`config.mk`:
```
export PLATFORM = sky130hd
export DESIGN_NAME = reset_source_sequencer
export DESIGN_NICKNAME = d
export VERILOG_FILES = /design/src/include/reset_seq_pkg.sv /design/src/core/level_filter.sv /design/src/core/reset_source_sequencer.sv
export SDC_FILE = /design/constraint.sdc
export NUM_CORES = 1
export LEC_CHECK = 0
export BUFFER_PORTS_ARGS = -buffer_cell sky130_fd_sc_hd__buf_2
export CAP_MARGIN = 5
export CORE_AREA = 2 2 98 100
export CTS_CLUSTER_DIAMETER = 150
export DETAILED_ROUTE_END_ITERATION = 10
export DIE_AREA = 0 0 100 102
export PLACE_DENSITY = 0.59
export SLEW_MARGIN = 20
export SYNTH_ARGS = -nofsm -noshare
export SYNTH_HDL_FRONTEND = slang
export SYNTH_SLANG_ARGS = --single-unit
```
`constraint.sdc`:
```
create_clock -name pclk -period 4.7 [get_ports pclk]
set_clock_uncertainty 0.05 [all_clocks]
set_input_delay 0 -clock pclk [delete_from_list [all_inputs] [get_ports pclk]]
set_output_delay 0 -clock pclk [all_outputs]
set_load 0.01 [all_outputs]
```
`src/include/reset_seq_pkg.sv`:
```
// Constants, codes and carrier types of the reset source sequencer
package reset_seq_pkg;

    // ****************************************
    // Timing
    // ****************************************
    localparam int unsigned CLK_HZ = 50_000_000;
    localparam int unsigned CLK_PERIOD_NS = 20;
    localparam int unsigned LF_CLOCK_HZ = 31_000;
    localparam int unsigned LF_DIVIDE = CLK_HZ / LF_CLOCK_HZ;
    localparam int unsigned POWER_UP_DELAY_MS = 64;
    localparam int unsigned POWER_UP_DELAY_TICKS = POWER_UP_DELAY_MS * LF_CLOCK_HZ / 1000;
    localparam int unsigned BROWNOUT_FILTER_TIME_NS = 1000;
    localparam int unsigned BROWNOUT_FILTER_CYCLES =
        (BROWNOUT_FILTER_TIME_NS + CLK_PERIOD_NS - 1) / CLK_PERIOD_NS;
    localparam int unsigned PIN_FILTER_TIME_NS = 2000;
    localparam int unsigned PIN_FILTER_CYCLES =
        (PIN_FILTER_TIME_NS + CLK_PERIOD_NS - 1) / CLK_PERIOD_NS;

    // ****************************************
    // Register map
    // ****************************************
    localparam int unsigned APB_ADDR_WIDTH = 12;
    localparam logic [11:0] BROWNOUT_CONTROL_ADDR = 12'h000;
    localparam logic [11:0] PIN_CONTROL_ADDR = 12'h004;
    localparam logic [11:0] RESET_STATUS_ADDR = 12'h008;
    localparam int unsigned SOFT_ENABLE_BIT = 7;
    localparam int unsigned FAST_START_BIT = 6;
    localparam int unsigned READY_BIT = 0;
    localparam logic SOFT_ENABLE_RESET = 1'b1;
    localparam logic FAST_START_RESET = 1'b0;
    localparam int unsigned PULLUP_BIT = 0;
    localparam int unsigned PIN_LEVEL_BIT = 1;
    localparam logic PULLUP_RESET = 1'b0;
    localparam int unsigned MODE_LSB = 0;
    localparam int unsigned DELAY_RUNNING_BIT = 2;
    localparam int unsigned PIN_FUNCTION_BIT = 3;
    localparam int unsigned BROWNOUT_SEEN_BIT = 4;
    localparam logic [31:0] ZERO_WORD = 32'h0000_0000;

    // ****************************************
    // Codes and carriers
    // ****************************************
    typedef enum logic [1:0] {
        BROWNOUT_OFF = 2'h0,
        BROWNOUT_SOFT = 2'h1,
        BROWNOUT_AWAKE_ONLY = 2'h2,
        BROWNOUT_ALWAYS = 2'h3
    } brownout_mode_t;

    typedef enum logic [3:0] {
        ST_HOLD = 4'h1,
        ST_DELAY = 4'h2,
        ST_READY_WAIT = 4'h4,
        ST_RUN = 4'h8
    } seq_state_t;

    typedef struct packed {
        brownout_mode_t brownout_mode_select;
        logic power_up_delay_enable_n;
        logic low_power_supply_monitor_enable_n;
        logic external_reset_pin_enable;
        logic low_voltage_programming_enable;
    } config_word_t;

    typedef struct packed {
        logic power_on_low;
        logic brownout_below;
        logic brownout_analog_ready;
        logic low_power_low;
    } supply_monitor_t;

    typedef struct packed {
        logic watchdog_timer;
        logic reset_instruction;
        logic stack_overflow;
        logic stack_underflow;
        logic programming_exit;
    } other_reset_t;

endpackage : reset_seq_pkg

```
`src/core/level_filter.sv`:
```
// Level filter that passes a change only after it has held for a set time
`timescale 1ns/100ps
`default_nettype none
module level_filter #(
    parameter int unsigned HOLD_CYCLES = 50,
    parameter logic RESET_LEVEL = 1'b0
) (
    // Clock and reset
    input wire logic pclk,
    input wire logic presetn,
    // Raw and filtered level
    input wire logic raw,
    output logic filtered
);

    localparam int unsigned CW = $clog2(HOLD_CYCLES + 1);
    localparam logic [CW-1:0] LAST = CW'(HOLD_CYCLES);

    logic [CW-1:0] count;

    // Count how long the raw level has differed; a shorter excursion is dropped
    always_ff @(posedge pclk or negedge presetn) begin
        if (!presetn) begin
            count <= '0;
            filtered <= RESET_LEVEL;
        end else if (raw == filtered) begin
            count <= '0;
        end else if (count == LAST) begin
            count <= '0;
            filtered <= raw;
        end else begin
            count <= count + 1'b1;
        end
    end

endmodule : level_filter
`default_nettype wire

```
`src/core/reset_source_sequencer.sv`:
```
// Reset source combining, power-up delay, brown-out modes and control registers
`timescale 1ns/100ps
`default_nettype none
module reset_source_sequencer
    import reset_seq_pkg::*;
#(
    parameter int unsigned LF_DIV = LF_DIVIDE,
    parameter int unsigned DELAY_TICKS = POWER_UP_DELAY_TICKS,
    parameter int unsigned BOR_FILTER = BROWNOUT_FILTER_CYCLES,
    parameter int unsigned PIN_FILTER = PIN_FILTER_CYCLES
) (
    // Clock and reset
    input wire logic pclk,
    input wire logic presetn,
    // APB slave
    input wire logic psel,
    input wire logic penable,
    input wire logic pwrite,
    input wire logic [APB_ADDR_WIDTH-1:0] paddr,
    input wire logic [31:0] pwdata,
    output logic [31:0] prdata,
    output logic pready,
    output logic pslverr,
    // Configuration word and device state
    input wire config_word_t config_word,
    input wire logic sleep_active,
    // Supply monitors and other reset requests
    input wire supply_monitor_t supply,
    input wire other_reset_t other_reset,
    // External reset pin
    input wire logic external_reset_pin_n,
    output logic reset_pin_out,
    output logic reset_pin_oe,
    output logic reset_pin_pullup_en,
    output logic pin_input_level,
    // Results
    output logic device_reset_n,
    output logic combined_brownout,
    output logic wake_stall,
    output logic brownout_detector_enable,
    output logic bandgap_force_on
);

    // ****************************************
    // Local sizes
    // ****************************************
    localparam int unsigned DIV_W = $clog2(LF_DIV + 1);
    localparam int unsigned TICK_W = $clog2(DELAY_TICKS + 1);
    localparam logic [DIV_W-1:0] DIV_LAST = DIV_W'(LF_DIV - 1);
    localparam logic [TICK_W-1:0] TICK_LAST = TICK_W'(DELAY_TICKS - 1);

    // ****************************************
    // Decode helpers
    // ****************************************

    // Detector power per mode, sleep state and soft enable
    function automatic logic detector_on(input brownout_mode_t mode,
                                         input logic sleeping,
                                         input logic soft_on);
        logic on;
        on = 1'b0;
        unique case (mode)
            BROWNOUT_ALWAYS: on = 1'b1;
            BROWNOUT_AWAKE_ONLY: on = !sleeping;
            BROWNOUT_SOFT: on = soft_on;
            BROWNOUT_OFF: on = 1'b0;
        endcase
        return on;
    endfunction : detector_on

    // Modes whose start-up waits for a ready detector
    function automatic logic waits_ready(input brownout_mode_t mode);
        return (mode == BROWNOUT_ALWAYS) || (mode == BROWNOUT_AWAKE_ONLY);
    endfunction : waits_ready

    // Modes in which the fast-start bit acts
    function automatic logic fast_start_acts(input brownout_mode_t mode);
        return (mode == BROWNOUT_AWAKE_ONLY) || (mode == BROWNOUT_SOFT);
    endfunction : fast_start_acts

    // ****************************************
    // Declarations
    // ****************************************
    brownout_mode_t mode;
    seq_state_t state;
    seq_state_t next_state;
    logic soft_enable;
    logic fast_start;
    logic sw_pullup;
    logic brownout_seen;
    logic [DIV_W-1:0] div_count;
    logic lf_tick;
    logic [TICK_W-1:0] tick_count;
    logic delay_done;
    logic detector_active;
    logic bor_filtered;
    logic pin_filtered;
    logic pin_function;
    logic pin_reset;
    logic main_brownout;
    logic lp_brownout;
    logic brownout_any;
    logic power_event;
    logic start_ready;
    logic reset_request;
    logic release_meta;
    logic setup_phase;
    logic write_access;
    logic [31:0] read_word;
    logic addr_ok;

    assign mode = config_word.brownout_mode_select;

    // ****************************************
    // Supply and pin conditioning
    // ****************************************

    // Detector is active only when powered and its analog part is ready
    assign detector_active = detector_on(mode, sleep_active, soft_enable)
                             && supply.brownout_analog_ready;

    // Dips shorter than the filter time never raise a brown-out; start_ready still reads the raw level
    level_filter #(
        .HOLD_CYCLES(BOR_FILTER),
        .RESET_LEVEL(1'b0)
    ) u_bor_filter (
        .pclk(pclk),
        .presetn(presetn),
        .raw(supply.brownout_below),
        .filtered(bor_filtered)
    );

    // Glitches on the reset pin are dropped the same way
    level_filter #(
        .HOLD_CYCLES(PIN_FILTER),
        .RESET_LEVEL(1'b1)
    ) u_pin_filter (
        .pclk(pclk),
        .presetn(presetn),
        .raw(external_reset_pin_n),
        .filtered(pin_filtered)
    );

    // Brown-out sources and their union
    assign main_brownout = detector_active && bor_filtered;
    assign lp_brownout = !config_word.low_power_supply_monitor_enable_n
                         && supply.low_power_low;
    assign brownout_any = main_brownout || lp_brownout;

    // Pin reset function is on unless both enables are clear
    assign pin_function = config_word.external_reset_pin_enable
                          || config_word.low_voltage_programming_enable;
    assign pin_reset = pin_function && !pin_filtered;

    // Events that restart the power-up sequence
    assign power_event = supply.power_on_low
                         || brownout_any
                         || other_reset.programming_exit;

    // Start-up waits for a ready detector above threshold where the mode asks
    assign start_ready = !waits_ready(mode)
                         || (detector_active && !supply.brownout_below);

    // ****************************************
    // Low-frequency time base
    // ****************************************

    // Divider giving one enable pulse per low-frequency period
    always_ff @(posedge pclk or negedge presetn) begin
        if (!presetn) begin
            div_count <= '0;
            lf_tick <= 1'b0;
        end else if (div_count == DIV_LAST) begin
            div_count <= '0;
            lf_tick <= 1'b1;
        end else begin
            div_count <= div_count + 1'b1;
            lf_tick <= 1'b0;
        end
    end

    // Delay counter runs only in the delay state, regardless of the pin
    always_ff @(posedge pclk or negedge presetn) begin
        if (!presetn) begin
            tick_count <= '0;
        end else if (state != ST_DELAY) begin
            tick_count <= '0;
        end else if (lf_tick && !delay_done) begin
            tick_count <= tick_count + 1'b1;
        end
    end

    assign delay_done = lf_tick && (tick_count == TICK_LAST);

    // ****************************************
    // Start-up sequencer
    // ****************************************

    // Next state of the power-up sequence
    always_comb begin
        next_state = state;
        unique case (state)
            ST_HOLD: begin
                if (!power_event) begin
                    if (!config_word.power_up_delay_enable_n) begin
                        next_state = ST_DELAY;
                    end else begin
                        next_state = ST_READY_WAIT;
                    end
                end
            end
            ST_DELAY: begin
                if (power_event) begin
                    next_state = ST_HOLD;
                end else if (delay_done) begin
                    next_state = ST_READY_WAIT;
                end
            end
            ST_READY_WAIT: begin
                if (power_event) begin
                    next_state = ST_HOLD;
                end else if (start_ready) begin
                    next_state = ST_RUN;
                end
            end
            ST_RUN: begin
                if (power_event) begin
                    next_state = ST_HOLD;
                end
            end
            default: next_state = ST_HOLD;
        endcase
    end

    // State register
    always_ff @(posedge pclk or negedge presetn) begin
        if (!presetn) begin
            state <= ST_HOLD;
        end else begin
            state <= next_state;
        end
    end

    // ****************************************
    // Reset output
    // ****************************************

    // Union of every reset source
    assign reset_request = (state != ST_RUN)
                           || pin_reset
                           || other_reset.watchdog_timer
                           || other_reset.reset_instruction
                           || other_reset.stack_overflow
                           || other_reset.stack_underflow;

    // Assert and release alike pass through both stages
    always_ff @(posedge pclk or negedge presetn) begin
        if (!presetn) begin
            release_meta <= 1'b0;
            device_reset_n <= 1'b0;
        end else begin
            release_meta <= !reset_request;
            device_reset_n <= release_meta;
        end
    end

    // Brown-out side outputs to cause logic and power control
    always_ff @(posedge pclk or negedge presetn) begin
        if (!presetn) begin
            combined_brownout <= 1'b0;
            wake_stall <= 1'b0;
            brownout_detector_enable <= 1'b0;
            bandgap_force_on <= 1'b0;
        end else begin
            combined_brownout <= brownout_any;
            wake_stall <= (mode == BROWNOUT_AWAKE_ONLY) && !sleep_active
                          && !detector_active;
            brownout_detector_enable <= detector_on(mode, sleep_active, soft_enable);
            bandgap_force_on <= fast_start && fast_start_acts(mode);
        end
    end

    // ****************************************
    // Reset pin
    // ****************************************

    // Pin is never driven; pull-up follows the pin function or software
    always_ff @(posedge pclk or negedge presetn) begin
        if (!presetn) begin
            reset_pin_out <= 1'b0;
            reset_pin_oe <= 1'b0;
            reset_pin_pullup_en <= 1'b1;
            pin_input_level <= 1'b0;
        end else begin
            reset_pin_out <= 1'b0;
            reset_pin_oe <= 1'b0;
            reset_pin_pullup_en <= pin_function || sw_pullup;
            pin_input_level <= !pin_function && external_reset_pin_n;
        end
    end

    // ****************************************
    // APB slave
    // ****************************************
    assign setup_phase = psel && !penable;
    assign write_access = psel && penable && pwrite;
    assign addr_ok = (paddr == BROWNOUT_CONTROL_ADDR)
                     || (paddr == PIN_CONTROL_ADDR)
                     || (paddr == RESET_STATUS_ADDR);

    // Read mux; unused bits read zero
    always_comb begin
        read_word = ZERO_WORD;
        if (paddr == BROWNOUT_CONTROL_ADDR) begin
            read_word[SOFT_ENABLE_BIT] = soft_enable;
            read_word[FAST_START_BIT] = fast_start;
            read_word[READY_BIT] = detector_active;
        end else if (paddr == PIN_CONTROL_ADDR) begin
            read_word[PULLUP_BIT] = sw_pullup;
            read_word[PIN_LEVEL_BIT] = pin_filtered;
        end else if (paddr == RESET_STATUS_ADDR) begin
            read_word[MODE_LSB +: 2] = mode;
            read_word[DELAY_RUNNING_BIT] = (state == ST_DELAY);
            read_word[PIN_FUNCTION_BIT] = pin_function;
            read_word[BROWNOUT_SEEN_BIT] = brownout_seen;
        end
    end

    // Read data and error are captured in the setup cycle, no wait states
    always_ff @(posedge pclk or negedge presetn) begin
        if (!presetn) begin
            prdata <= ZERO_WORD;
            pslverr <= 1'b0;
            pready <= 1'b0;
        end else begin
            pready <= 1'b1;
            if (setup_phase) begin
                prdata <= pwrite ? ZERO_WORD : read_word;
                pslverr <= !addr_ok;
            end
        end
    end

    // Brown-out control fields
    always_ff @(posedge pclk or negedge presetn) begin
        if (!presetn) begin
            soft_enable <= SOFT_ENABLE_RESET;
            fast_start <= FAST_START_RESET;
        end else if (write_access && paddr == BROWNOUT_CONTROL_ADDR) begin
            soft_enable <= pwdata[SOFT_ENABLE_BIT];
            fast_start <= pwdata[FAST_START_BIT];
        end
    end

    // Software pull-up used while the pin is a plain input
    always_ff @(posedge pclk or negedge presetn) begin
        if (!presetn) begin
            sw_pullup <= PULLUP_RESET;
        end else if (write_access && paddr == PIN_CONTROL_ADDR) begin
            sw_pullup <= pwdata[PULLUP_BIT];
        end
    end

    // Sticky brown-out record, write one to clear; a new event wins
    always_ff @(posedge pclk or negedge presetn) begin
        if (!presetn) begin
            brownout_seen <= 1'b0;
        end else if (brownout_any) begin
            brownout_seen <= 1'b1;
        end else if (write_access && paddr == RESET_STATUS_ADDR
                     && pwdata[BROWNOUT_SEEN_BIT]) begin
            brownout_seen <= 1'b0;
        end
    end

endmodule : reset_source_sequencer
`default_nettype wire

```
==> tab_implementation.tex <==
\begin{tabular}{lr}
\hline
Metric & Value \\
\hline
\multicolumn{2}{l}{\textbf{Clock network}} \\
Number of buffers inserted by post-CTS setup repair & 0 \\
Number of buffers added by the clock tree synthesis step & 9 \\
Later-pin clock latency in the skew report & 0.34 ns \\
Largest buffer count on any clock path & 2 \\
Clock transition at path regs & 0.06 ns \\
CTS root buffer & clkbuf\_8 \\
Number of levels in the clock H-tree & 3 \\
Post-CTS resize count & 0 \\
TritonCTS clock tree & done \\
Num Clock Sinks & 63 \\
\multicolumn{2}{l}{\textbf{Critical path}} \\
Critical path launch point type & input port \\
Ordered list of cells on the worst path & dlygate4sd3\_1 -> buf\_2 -> nor4\_1 -> dlygate4sd3\_1 -> o211a\_1 -> dlygate4sd3\_1 \\
Buffering stage count on the worst path with inverters included & 4 \\
Largest fanout on the critical path & 1 \\
Worst Setup Path Type & input port to flop \\
Crit path DAT & 2.15 ns \\
CP required & 4.92 ns \\
Dominant delay contributor by cell family on the critical path & buffers and inverters \\
Critical-path top delay cell & dlygate4sd3\_1 \\
Largest stage delay, worst path & 0.60 ns \\
Setup slack of the most critical reg-to-reg path & 2.83 ns \\
Library cell appearing most often on the critical path & dlygate4sd3\_1 \\
Critical path endpoint category & flop \\
\multicolumn{2}{l}{\textbf{Yosys}} \\
Post-Synthesis Cell Area & 3158 sq um \\
Number of cells produced by synthesis & 303 \\
Commonest cells in the synthesized netlist & dfrtp\_1, nor2\_1, buf\_4 \\
Sequential share of the synthesized area & 50.08\% \\
Most area-consuming cells after synthesis & dfrtp\_1, buf\_4, ha\_1, nor2\_1, dfstp\_2 \\
Syn avg cell area & 10.42 sq um \\
Ys flop type & dfrtp\_1 \\
Share of async-settable or async-resettable flops after synthesis & 100.0\% \\
Top cell type's share of synthesized area & 46.75\% \\
Cell taking the most area after synthesis & dfrtp\_1 \\
Number of synthesized flops with an enable pin & 0 \\
Post-synthesis register bit count & 63 \\
Warnings, synthesis & 0 \\
Top-count cell post-synth & dfrtp\_1 \\
Number of distinct library cell variants in the gate-level netlist after synthesis & 51 \\
\multicolumn{2}{l}{\textbf{GRT}} \\
Maximum number of pins on one net before global-route repair & 64 \\
Met2 track demand over resource in global routing & 21.57\% \\
Via count of the first global-routing pass & 2,350 \\
Overflow left after global routing & 0 \\
Overall Global Routing Usage & 13.24\% \\
GR Util met3 & 2.941\% \\
First-pass GRT wire length & 10,660 um \\
Antenna violations before repair & 0 \\
Global route hottest layer & met2 \\
Fraction of met1 tracks used by global routing & 17.13\% \\
\multicolumn{2}{l}{\textbf{Drt}} \\
Number of DRC markers in iteration 0 & 102 \\
Wire length per cell after detailed routing & 12.29 um \\
First drt pass iteration count & 4 \\
DR DRC count & 0 \\
WL final & 6193 um \\
Post-DRT Antenna Nets & 0 \\
Number of vias after detailed routing & 2,400 \\
Drt via density & 4.762 \\
\multicolumn{2}{l}{\textbf{Final layout}} \\
Fraction of layout cells with a size suffix above 1 & 22.14\% \\
Fillcell total & 905 \\
Diode insertion count for antenna repair & 0 \\
Sequential cell area & 1582 sq um \\
Total Nets Final & 464 \\
Footprint of the multi-input gates & 1438 sq um \\
Area added between synthesis and finish & 23.89\% \\
Fin cells & 504 \\
\multicolumn{2}{l}{\textbf{STA}} \\
Slew at the pin closest to its max-slew limit & 0.7829 ns \\
Achievable Freq & 517.7 MHz \\
Final cycle utilization of the critical path & 41.10\% \\
Fin Setup TNS & 0 ns \\
Endpoints failing setup & 0 \\
Final count of pins violating max slew & 0 \\
Unrepaired setup endpoints after global routing & false \\
Headroom to the max-slew limit & 47.81\% \\
Final min period & 1.932 ns \\
Number of hold violations in the final report & 0 \\
\multicolumn{2}{l}{\textbf{Power and ir drop}} \\
Reported leakage power & 1.868 nW \\
Internal portion of total power & 928.8 uW \\
Clock share of power & 44.6\% \\
Switching power summed over all nets & 281.3 uW \\
Relative contribution of sequential cells to total power & 47.1\% \\
Peak supply drop & 159.5 uV \\
Total power density per cell area & 309.3 nW/um\^{}2 \\
Switch share & 23.25\% \\
Fraction of power consumed by combinational cells & 8.3\% \\
\multicolumn{2}{l}{\textbf{Floorplan}} \\
Total die area & 10,200 sq um \\
Number of standard-cell rows in the floorplan & 35 \\
Die Span X & 100 um \\
Top-Level Pins & 109 \\
Standard cell core area & 9109 sq um \\
Effective utilization at floorplan & 34.67\% \\
Overall die height & 102 um \\
\multicolumn{2}{l}{\textbf{Placement}} \\
Quantity of I/O buffers inserted on ports & 53 \\
Half-perimeter wire length after detailed placement & 4358 um \\
Inst Count DP & 466 \\
Gp weighted congestion & 0.7789 \\
\multicolumn{2}{l}{\textbf{Outcome}} \\
Status & completed \\
\multicolumn{2}{l}{\textbf{Job}} \\
Max-cap violations & 0 \\
\multicolumn{2}{l}{\textbf{Hold path}} \\
Type of the worst min-delay path & input port to flop \\
\hline
\end{tabular}
==> metal layers <==
metal	wire length (um)	vias to the layer above
met5	0	-
met4	106	0
met3	293	8
met2	2887	71
met1	2906	1148
li1	-	1173
==> flip-flops by register name, indices dropped and copies added, names as in the netlist, 4 cells and up <==
signal / flops
u_pin_filter.count: 7
prdata: 7
u_bor_filter.count: 6
state: 4
tick_count: 11
div_count: 11
==> worst min-delay path, stage by stage <==
cell and delay, ns:
buf_2 0.08, or3_1 0.13, nor2_1 0.09, nand2_1 0.07
==> cell type report <==
type	instances	area share (%)
Clock inverter	5	2.047
Sequential cell	63	40.42
Clock buffer	11	3.870
Tap cell	111	3.550
Timing Repair Buffer	76	12.60
Inverter	8	0.7675
Multi-Input combinational cell	230	36.74
==> cells in the final DEF, fill, tap and decap left out, types with 5 or more instances in the layout <==
master         instances
dfrtp_1               59
buf_2                 53
nor2_1                30
conb_1                28
dlygate4sd3_1         22
nand2_1               21
o21ai_0               17
nand3_1               12
xnor2_1               12
xor2_1                11
clkbuf_8              11
ha_1                  10
inv_1                  8
and3_1                 8
a21oi_1                7
nand2b_1               6
nor3_1                 6
mux2_2                 5
==> kinds of logic after synthesis <==
kind of cell | count (synthesis) | share of synthesized area, %
AO/OA/AOI/OAI | 42 | 8.281
buffers and inverters | 36 | 7.488
other | 2 | 0.2378
multiplexers | 7 | 2.417
AND/OR/NAND/NOR | 120 | 21.16
XOR/XNOR | 23 | 6.379
flip-flops | 63 | 50.08
adder cells (fa/ha/maj) | 10 | 3.962
==> power groups by stage <==
| stage | clock network (mW) | logic [mW] | registers, mW |
|---|---|---|---|
| 6_report | 0.540 | 0.101 | 0.570 |
| 5_1_grt | 0.579 | 0.117 | 0.572 |
| 3_5_place_dp | 0 | 0.0884 | 0.580 |
| 2_1_floorplan | 0 | 0.0614 | 0.579 |
| 3_3_place_gp | 0 | 0.0874 | 0.579 |
| 4_1_cts | 0.553 | 0.102 | 0.569 |
==> worst paths after layout <==
kind,startpoint,to,depth (start not counted)
min in group asynchronous,presetn,prdata[6],3
min,supply[3],state[0],4
max,other_reset[1],release_meta,6
max in group asynchronous,presetn,u_pin_filter.count[6],3
min reg2reg,release_meta,device_reset_n,0
max reg2reg,tick_count[0],tick_count[6],5
==> metrics by stage <==
stage	util, %	setup slack (ns)	power, mW	hold slack [ns]	area [sq um]
floorplan	-	2.962	0.6408	-0.3456	3256
global placement	37.99	2.854	0.6667	0.1388	3461
detailed placement	37.99	2.851	0.6685	0.1358	3461
CTS	42.95	2.816	1.225	0.005208	3913
global route	42.95	2.663	1.268	0.05081	3913
finish	42.95	2.768	1.210	0.01825	3913
==> what timing repair did <==
item | CTS | global route
setup endpoints to repair | 0 | 0
hold buffers | 22 | 0
endpoints found under the hold margin | 77 | 0
Power figures use the tool's default switching activity.
